<file path="src/rtl/alu_core_params.svh">
// Constants for the ALU flag and operand address block.
`ifndef ALU_CORE_PARAMS_SVH
`define ALU_CORE_PARAMS_SVH
`define SR_NEG 4
`define SR_OVF 3
`define SR_ZERO 2
`define SR_NIB 1
`define SR_CARRY 0
`define SR_IMPL_MASK 8'h1f
`define ACC_SPLIT 8'h60
`define IDX_LIMIT 8'h5f
`define ACC_LOW_BANK 4'h0
`define ACC_HIGH_BANK 4'hf
`define STATUS_ADDR 12'hfd8
`define VIRT_TOP0 12'hfef
`define VIRT_TOP1 12'hfe7
`define VIRT_TOP2 12'hfdf
`define VIRT_SPAN 12'h004
`define PTR_STEP 12'h001
`define BYTE_ZERO 8'h00
`define ADDR_ZERO 12'h000
`endif

</file>
<file path="src/rtl/alu_core_pkg.sv">
// Types shared by the ALU flag and operand address block.
package alu_core_pkg;
  typedef enum logic [3:0] {
    OP_ADD, OP_SUB, OP_AND, OP_IOR, OP_XOR, OP_CLR,
    OP_ROT_LEFT, OP_ROT_RIGHT, OP_BIT_SET, OP_BIT_CLEAR,
    OP_NIBBLE_SWAP, OP_ACC_TO_FILE, OP_FILE_TO_FILE
  } alu_op_t;
  typedef enum logic [1:0] {AM_DIRECT, AM_INDIRECT, AM_FAR} addr_mode_t;
  typedef enum logic [2:0] {
    IND_PLAIN, IND_AFTER_INCR, IND_AFTER_DECR, IND_BEFORE_INCR, IND_ACC_OFFSET
  } ind_kind_t;
endpackage

</file>
<file path="src/rtl/alu_flags_addr.sv">
// ALU status flags and data operand address generation for an 8-bit core.
// =====================================================================
// Summary of operation
// [RL1] Flag-changing op aimed at status discards result, updates only the flags.
// [RL2] Software changes status only by bit set, bit clear, swap or moves.
// [RL3] Negative flag, bit 4, copies the result's top bit.
// [RL4] Overflow flag, bit 3, marks a wrong sign change in two's complement.
// [RL5] Zero flag, bit 2, is set when the result is zero.
// [RL6] Nibble carry, bit 1, is the carry out of bit 3 on add/subtract.
// [RL7] Carry, bit 0, is the carry out of bit 7 on add/subtract.
// [RL8] Subtract adds the complement plus one, so carries mean no borrow.
// [RL9] Rotates through carry load carry with the bit shifted out.
// [RL10] Status bits 7 to 5 always read zero.
// [RL11] Call and jump carry a 20-bit program target in the instruction.
// [RL12] Bit and byte ops hold an 8-bit file address in the low byte.
// [RL13] With access bit one, bank pointer joins the 8-bit address.
// [RL14] With access bit zero, the address maps into the access bank.
// [RL15] File-to-file move carries full 12-bit addresses, bank pointer ignored.
// [RL16] Destination bit one writes the file, zero writes the accumulator.
// [RL17] Indirect access takes its address from a pointer pair, itself writable.
// [RL18] Virtual operands access through a pointer with increment, decrement, offset.
// [RL19] Indexed literal offset mode exists only when extended set is enabled.
// [RL20] Each pointer is 12 bits and spans data memory linearly.
// [RL21] Plain and offset operands leave pointer and accumulator unchanged.
// [RL22] Pointer steps carry across the pair and touch no flag.
// [RL23] Indirect access to a virtual operand reads 00h, writes nothing.
// [RL24] Flags an op does not affect keep their value.
// [RL25] Status flags are not forced at reset.
`timescale 1ns/100ps
`default_nettype none
`include "alu_core_params.svh"
module alu_flags_addr (
  // Clock and reset
  input wire logic i_clock,
  input wire logic i_rstn,
  // Operation request
  input wire logic i_op_valid,
  input wire alu_core_pkg::alu_op_t i_op,
  input wire alu_core_pkg::addr_mode_t i_addr_mode,
  input wire alu_core_pkg::ind_kind_t i_ind_kind,
  input wire logic [1:0] i_ptr_sel,
  input wire logic [7:0] i_file_addr,
  input wire logic [11:0] i_far_src,
  input wire logic [11:0] i_far_dst,
  input wire logic i_access_bit,
  input wire logic i_dest_bit,
  input wire logic [2:0] i_bit_index,
  input wire logic [7:0] i_file_data,
  input wire logic [7:0] i_acc,
  input wire logic i_extended_set_cfg,
  // Pointer register writes
  input wire logic i_bank_wr,
  input wire logic [3:0] i_bank_data,
  input wire logic i_ptr_wr,
  input wire logic [1:0] i_ptr_wr_sel,
  input wire logic i_ptr_wr_high,
  input wire logic [7:0] i_ptr_wr_data,
  // Results
  output logic [7:0] o_result,
  output logic [11:0] o_src_addr,
  output logic [11:0] o_dst_addr,
  output logic o_mem_wr,
  output logic o_acc_wr,
  output logic [7:0] o_status,
  output logic [3:0] o_bank_pointer,
  output logic [35:0] o_pointers
);
  // =====================================================================
  // Decode helpers
  function automatic logic is_virtual(input logic [11:0] a);
    is_virtual = ((a <= `VIRT_TOP0) && (a >= `VIRT_TOP0 - `VIRT_SPAN)) ||
                 ((a <= `VIRT_TOP1) && (a >= `VIRT_TOP1 - `VIRT_SPAN)) ||
                 ((a <= `VIRT_TOP2) && (a >= `VIRT_TOP2 - `VIRT_SPAN));
  endfunction

  function automatic logic [4:0] flag_mask(input alu_core_pkg::alu_op_t op);
    case (op)
      alu_core_pkg::OP_ADD, alu_core_pkg::OP_SUB: flag_mask = 5'h1f;
      alu_core_pkg::OP_AND, alu_core_pkg::OP_IOR, alu_core_pkg::OP_XOR: flag_mask = 5'h14;
      alu_core_pkg::OP_CLR: flag_mask = 5'h04;
      alu_core_pkg::OP_ROT_LEFT, alu_core_pkg::OP_ROT_RIGHT: flag_mask = 5'h15;
      default: flag_mask = 5'h00;
    endcase
  endfunction

  function automatic logic file_implicit(input alu_core_pkg::alu_op_t op);
    file_implicit = (op == alu_core_pkg::OP_CLR) || (op == alu_core_pkg::OP_BIT_SET) ||
                    (op == alu_core_pkg::OP_BIT_CLEAR) || (op == alu_core_pkg::OP_ACC_TO_FILE);
  endfunction

  // =====================================================================
  // Pointer storage
  logic [11:0] ptr_reg [3];
  logic [3:0] bank_reg;
  logic [11:0] cur_ptr;
  assign cur_ptr = (i_ptr_sel < 2'd3) ? ptr_reg[i_ptr_sel] : `ADDR_ZERO;

  // =====================================================================
  // Operand address generation
  logic [11:0] src_addr;
  logic [11:0] dst_addr;
  logic [11:0] acc_offset;
  assign acc_offset = {{4{i_acc[7]}}, i_acc};

  always_comb begin
    src_addr = `ADDR_ZERO;
    dst_addr = i_far_dst;
    case (i_addr_mode)
      alu_core_pkg::AM_FAR: begin
        src_addr = i_far_src; // RL15
      end
      alu_core_pkg::AM_INDIRECT: begin
        if (i_ind_kind == alu_core_pkg::IND_BEFORE_INCR) begin
          src_addr = cur_ptr + `PTR_STEP; // RL18
        end else if (i_ind_kind == alu_core_pkg::IND_ACC_OFFSET) begin
          src_addr = cur_ptr + acc_offset; // RL21
        end else begin
          src_addr = cur_ptr; // RL17
        end
      end
      default: begin
        if (i_extended_set_cfg && !i_access_bit && i_file_addr <= `IDX_LIMIT) begin
          src_addr = ptr_reg[2] + {4'h0, i_file_addr}; // RL19
        end else if (i_access_bit) begin
          src_addr = {bank_reg, i_file_addr}; // RL13 RL12
        end else if (i_file_addr < `ACC_SPLIT) begin
          src_addr = {`ACC_LOW_BANK, i_file_addr}; // RL14
        end else begin
          src_addr = {`ACC_HIGH_BANK, i_file_addr}; // RL14
        end
      end
    endcase
    if (i_addr_mode != alu_core_pkg::AM_FAR) begin
      dst_addr = src_addr;
    end
  end

  logic virt_hit;
  assign virt_hit = (i_addr_mode == alu_core_pkg::AM_INDIRECT) && is_virtual(src_addr); // RL23

  // =====================================================================
  // Arithmetic and logic
  logic [7:0] opa;
  logic [7:0] opb;
  logic cin;
  logic [8:0] sum9;
  logic [4:0] sum5;
  logic [7:0] res;
  logic [4:0] fl_new;
  assign opa = virt_hit ? `BYTE_ZERO : i_file_data; // RL23
  assign opb = (i_op == alu_core_pkg::OP_SUB) ? ~i_acc : i_acc; // RL8
  assign cin = (i_op == alu_core_pkg::OP_SUB);
  assign sum9 = {1'b0, opa} + {1'b0, opb} + {8'h00, cin};
  assign sum5 = {1'b0, opa[3:0]} + {1'b0, opb[3:0]} + {4'h0, cin};

  always_comb begin
    case (i_op)
      alu_core_pkg::OP_ADD, alu_core_pkg::OP_SUB: res = sum9[7:0];
      alu_core_pkg::OP_AND: res = opa & i_acc;
      alu_core_pkg::OP_IOR: res = opa | i_acc;
      alu_core_pkg::OP_XOR: res = opa ^ i_acc;
      alu_core_pkg::OP_CLR: res = `BYTE_ZERO;
      alu_core_pkg::OP_ROT_LEFT: res = {opa[6:0], o_status[`SR_CARRY]};
      alu_core_pkg::OP_ROT_RIGHT: res = {o_status[`SR_CARRY], opa[7:1]};
      alu_core_pkg::OP_BIT_SET: res = opa | (8'h01 << i_bit_index);
      alu_core_pkg::OP_BIT_CLEAR: res = opa & ~(8'h01 << i_bit_index);
      alu_core_pkg::OP_NIBBLE_SWAP: res = {opa[3:0], opa[7:4]};
      alu_core_pkg::OP_ACC_TO_FILE: res = i_acc;
      default: res = opa;
    endcase
    fl_new[`SR_NEG] = res[7]; // RL3
    fl_new[`SR_OVF] = (opa[7] == opb[7]) && (res[7] != opa[7]); // RL4
    fl_new[`SR_ZERO] = (res == `BYTE_ZERO); // RL5
    fl_new[`SR_NIB] = sum5[4]; // RL6 RL8
    fl_new[`SR_CARRY] = sum9[8]; // RL7 RL8
    if (i_op == alu_core_pkg::OP_ROT_LEFT) begin
      fl_new[`SR_CARRY] = opa[7]; // RL9
    end else if (i_op == alu_core_pkg::OP_ROT_RIGHT) begin
      fl_new[`SR_CARRY] = opa[0]; // RL9
    end
  end

  // =====================================================================
  // Destination steering
  logic to_file;
  logic to_status;
  logic [4:0] mask;
  assign to_file = (i_addr_mode == alu_core_pkg::AM_FAR) || i_dest_bit || file_implicit(i_op); // RL16
  assign to_status = to_file && (dst_addr == `STATUS_ADDR) && !virt_hit;
  assign mask = flag_mask(i_op);

  // Flags carry no reset value; software must set them before relying on them.
  always_ff @(posedge i_clock) begin
    o_status[7:5] <= 3'b000; // RL10
    if (i_op_valid && to_status && mask == 5'h00) begin
      o_status[4:0] <= res[4:0]; // RL2
    end else if (i_op_valid) begin
      o_status[4:0] <= (fl_new & mask) | (o_status[4:0] & ~mask); // RL1 RL24 RL25
    end
  end

  always_ff @(posedge i_clock) begin
    if (!i_rstn) begin
      o_result <= `BYTE_ZERO;
      o_src_addr <= `ADDR_ZERO;
      o_dst_addr <= `ADDR_ZERO;
      o_mem_wr <= 1'b0;
      o_acc_wr <= 1'b0;
    end else begin
      o_result <= res;
      o_src_addr <= src_addr;
      o_dst_addr <= dst_addr;
      // Status is held here, so a write aimed at it never reaches memory.
      o_mem_wr <= i_op_valid && to_file && !to_status && !virt_hit; // RL1 RL23
      o_acc_wr <= i_op_valid && !to_file; // RL16
    end
  end

  // =====================================================================
  // Bank and pointer registers
  always_ff @(posedge i_clock) begin
    if (!i_rstn) begin
      bank_reg <= 4'h0;
      o_bank_pointer <= 4'h0;
    end else if (i_bank_wr) begin
      bank_reg <= i_bank_data;
      o_bank_pointer <= i_bank_data;
    end
  end

  genvar gi;
  generate
    for (gi = 0; gi < 3; gi++) begin : g_ptr
      logic hit;
      assign hit = i_op_valid && (i_addr_mode == alu_core_pkg::AM_INDIRECT) &&
                   (i_ptr_sel == 2'(gi));
      // A direct write wins over an auto step in the same cycle.
      always_ff @(posedge i_clock) begin
        if (!i_rstn) begin
          ptr_reg[gi] <= `ADDR_ZERO;
        end else if (i_ptr_wr && i_ptr_wr_sel == 2'(gi)) begin
          if (i_ptr_wr_high) begin
            ptr_reg[gi][11:8] <= i_ptr_wr_data[3:0]; // RL17 RL20
          end else begin
            ptr_reg[gi][7:0] <= i_ptr_wr_data; // RL17
          end
        end else if (hit && (i_ind_kind == alu_core_pkg::IND_AFTER_INCR ||
                             i_ind_kind == alu_core_pkg::IND_BEFORE_INCR)) begin
          ptr_reg[gi] <= ptr_reg[gi] + `PTR_STEP; // RL22 RL21
        end else if (hit && i_ind_kind == alu_core_pkg::IND_AFTER_DECR) begin
          ptr_reg[gi] <= ptr_reg[gi] - `PTR_STEP; // RL22 RL21
        end
      end
      always_ff @(posedge i_clock) begin
        o_pointers[gi*12 +: 12] <= (!i_rstn) ? `ADDR_ZERO : ptr_reg[gi];
      end
    end
  endgenerate
endmodule
`default_nettype wire

</file>
<file path="config.mk">
export PLATFORM = sky130hd
export DESIGN_NAME = alu_flags_addr
export DESIGN_NICKNAME = d
export VERILOG_FILES = /design/src/rtl/alu_core_pkg.sv /design/src/rtl/alu_flags_addr.sv
export VERILOG_INCLUDE_DIRS = /design/src /design/src/rtl
export SDC_FILE = /design/constraint.sdc
export NUM_CORES = 1
export LEC_CHECK = 0
export BUFFER_PORTS_ARGS = -buffer_cell sky130_fd_sc_hd__buf_2
export CAP_MARGIN = 40
export CELL_PAD_IN_SITES_DETAIL_PLACEMENT = 0
export CELL_PAD_IN_SITES_GLOBAL_PLACEMENT = 1
export CORE_MARGIN = 1
export CORE_UTILIZATION = 30
export CTS_CLUSTER_DIAMETER = 50
export DETAILED_ROUTE_END_ITERATION = 6
export GPL_ROUTABILITY_DRIVEN = 0
export PLACE_DENSITY = 0.62
export SLEW_MARGIN = 20
export SYNTH_ARGS = -nofsm -noshare
export SYNTH_HDL_FRONTEND = slang
export SYNTH_SLANG_ARGS = --single-unit
</file>
<file path="constraint.sdc">
create_clock -name i_clock -period 7.35 [get_ports i_clock]
set_clock_uncertainty 0.1 [all_clocks]
set_input_delay 0.3675 -clock i_clock [delete_from_list [all_inputs] [get_ports i_clock]]
set_output_delay 0.3675 -clock i_clock [all_outputs]
set_load 0.05 [all_outputs]
</file>
==> impl_metrics.yaml <==
min_path:
  hold_depth: 3
  hold_path_class: "input pin to register"
  worstHoldStart: "i_bank_data[2]"
  hold_end: "bank_reg[2]"
run_status:
  status: "finished, final reports clean"
timing:
  period_minus_slack_ns: 6.84
  rsz0062_at_grt: "false"
  maxSlewViolCount: 0
  max_freq_ghz: 0.146
  setup_violations: 0
  hold_violations: 0
  finalCritPeriodShare: 0.930
  worst_slew_margin_rel: 0.431
  worst_pin_slew_ns: 0.850
  fin_ws_ns: 0.513
  hold-worst-slack_ns: 0.0852
  finalSetupTns_ns: 0
setup_path:
  worstPathRequired_ns: 7.52
  slowest_stage: "a2111oi_0"
  critPathArrivalTime_ns: 7.01
  crit_path_end_kind: "register"
  crit_family: "compound AO/OA/AOI/OAI gates"
  cp_common_cell: "a21oi_1"
  worst-path-buf-inv: 2
  critPathMaxFanout: 16
  cp-startpoint: "ptr_reg[0][2]"
  ff2ff_setup_slack_ns: 0.51
  reg2reg_depth: 25
  slowest_delay_ns: 0.61
  regToRegStartpoint: "ptr_reg[0][2]"
  critPathLaunchType: "register"
  worstSetupPathType: "register to register"
yosys:
  synth_top_area_share: 0.154
  synthesis.area_mm2: 0.00965
  syn_inst: 1204
  ys.flop_type: "dfxtp_1"
  ys_types: 97
  synth_top_cell_by_area: "dfxtp_1"
  seq_area_frac_synth: 0.281
  synth_edf_count: 41
  syn_avg_cell_area_um2: 8.01
  synth-warning-count: 0
  synthArstFlopShare: 0
  synth.top_cells.by_area: "dfxtp_1, edfxtp_1, ha_1"
  ys_ff_latch: 115
global_route:
  grt_pass1_vias: 9544
  grt_pass1_wl_mm: 56.7
  grt-ovfl-total: 0
  grt_max_degree: 51
  grt_usage: 0.222
  antenna_found_initial: 1
die:
  start_util: 0.306
  ios: 167
  dieArea_mm2: 0.0329
  die_w_um: 181
  rows: 65
  core_mm2: 0.0316
  die_height_um: 181
clock_network:
  cts_buffers: 17
  hold_buffers: 0
  clk_latency_ns: 0.42
  cts_resized: 0
  cts_setup_buffers: 0
  cts_buffer_depth: 2
  root_buffer: "clkbuf_16"
  cts_tree: "built"
  clkSinkCount: 115
  htree_num_levels: 4
  clkTransAtPathRegs_ns: 0.06
route:
  post_drt_wl_per_cell_um: 21.1
  vias: 9904
  drtIter0Drc: 876
  viasPerCell: 5.66
  ant_nets: 0
  totalWireLength_mm: 36.9
  route.detailed.drc: 0
  first_pass_iters: 6
final_layout:
  fin_area_mm2: 0.0114
  area_growth_pct: 18.1
  multi_input_area_mm2: 0.00643
  drive_gt1_frac: 0.193
  antenna_cells: 0
  fin_nets: 1460
  seq_area_mm2: 0.00271
  layout.cells.non_filler: 1749
  fillers: 3384
job:
  cap_violations: 0
place:
  placed_area_mm2: 0.0108
  dp_hpwl_mm: 28.0
  port_buffers: 163
  place_worst_setup_slack_ns: 0.449
  dp_cells: 1714
power:
  power_density_mw_per_mm2: 193
  power_leakage_nw: 4.68
  ir_drop_mv: 0.165
[final cells by class]
| class | count | share of cell area |
|---|---|---|
| sequential | 115 | 0.238 |
| multi-input combinational | 971 | 0.564 |
| tap | 402 | 0.0441 |
| clock inverter | 15 | 0.0128 |
| inverter | 38 | 0.0125 |
| clock buffer | 17 | 0.0373 |
| timing repair buffer | 191 | 0.0911 |
[cell usage after synthesis (all sizes together), types with 7 or more instances]
| master | instances |
|---|---|
| nand4 | 15 |
| o21a | 7 |
| a221o | 14 |
| inv | 37 |
| a21o | 8 |
| nand2b | 10 |
| nand3b | 8 |
| nor3 | 46 |
| mux2i | 30 |
| a31oi | 16 |
| and3 | 20 |
| o22ai | 8 |
| o21ai | 59 |
| dfxtp | 74 |
| or3 | 18 |
| o221ai | 13 |
| clkbuf | 62 |
| a211oi | 23 |
| nor2 | 113 |
| nor4 | 9 |
| or2 | 7 |
| o211ai | 15 |
| buf | 20 |
| nand2 | 108 |
| a21oi | 72 |
| a22oi | 18 |
| xnor2 | 40 |
| nor2b | 11 |
| xor2 | 22 |
| ha | 38 |
| nor4b | 7 |
| edfxtp | 41 |
| a22o | 8 |
| o31ai | 7 |
| and2 | 53 |
| nand3 | 49 |
| a221oi | 11 |
[tightest hold or removal path: cells and delay by family]
family	cells	cell delay [ns]
buf+inv	1	0.07
simple gates	1	0.07
mux	1	0.06
[worst max-delay path by stage]
stage,endpoint,cells past startpoint
final,register,25
after global routing,register,23
after CTS,register,25
after detailed placement,register,26
after global placement,register,24
after floorplan,register,29
[through the flow]
stage | total power [mW] | util
floorplan | 1.19 | -
global placement | 1.38 | 0.341
detailed placement | 1.38 | 0.342
CTS | 2.22 | 0.360
global route | 2.31 | 0.361
finish | 2.20 | 0.361
[report_power, final]
| group | internal (mW) | leakage [nW] | switching [mW] |
|---|---|---|---|
| Combinational | 0.207 | 3.38 | 0.427 |
| Clock | 0.474 | 0.281 | 0.353 |
| Sequential | 0.703 | 1.03 | 0.0390 |
| Total | 1.38 | 4.68 | 0.819 |
[kinds of logic (layout without fill, tap and decap cells)]
family	Yosys count	count (layout)	synth area share
compound gates	337	337	0.251
xor+xnor	62	62	0.0571
fa+ha+maj	41	41	0.0555
buf+inv	120	261	0.0533
flops	115	115	0.281
mux	31	31	0.0327
other cells	1	3	0.000389
simple gates	497	497	0.269
[metal layers]
| metal | track usage | wire length (µm) | up-vias |
|---|---|---|---|
| li1 | - | - | 4748 |
| met5 | 0 | 13 | - |
| met4 | 0.0753 | 922 | 2 |
| met1 | 0.304 | 17000 | 4700 |
| met2 | 0.359 | 16900 | 402 |
| met3 | 0.0286 | 2070 | 52 |
[layout by cell type (no fill, tap or decap), drive strengths merged, types with 15 or more instances in the layout]
cell type  instances
nand2            108
nor3              46
inv               44
o211ai            15
xor2              22
and2              53
nand4             15
nand3             49
xnor2             40
a31oi             16
or3               18
a211oi            23
buf              189
edfxtp            41
and3              20
ha                38
dfxtp             74
a22oi             18
clkbuf            19
a21oi             72
o21ai             59
nor2             113
mux2i             30
(Power assumes the default switching activity.)
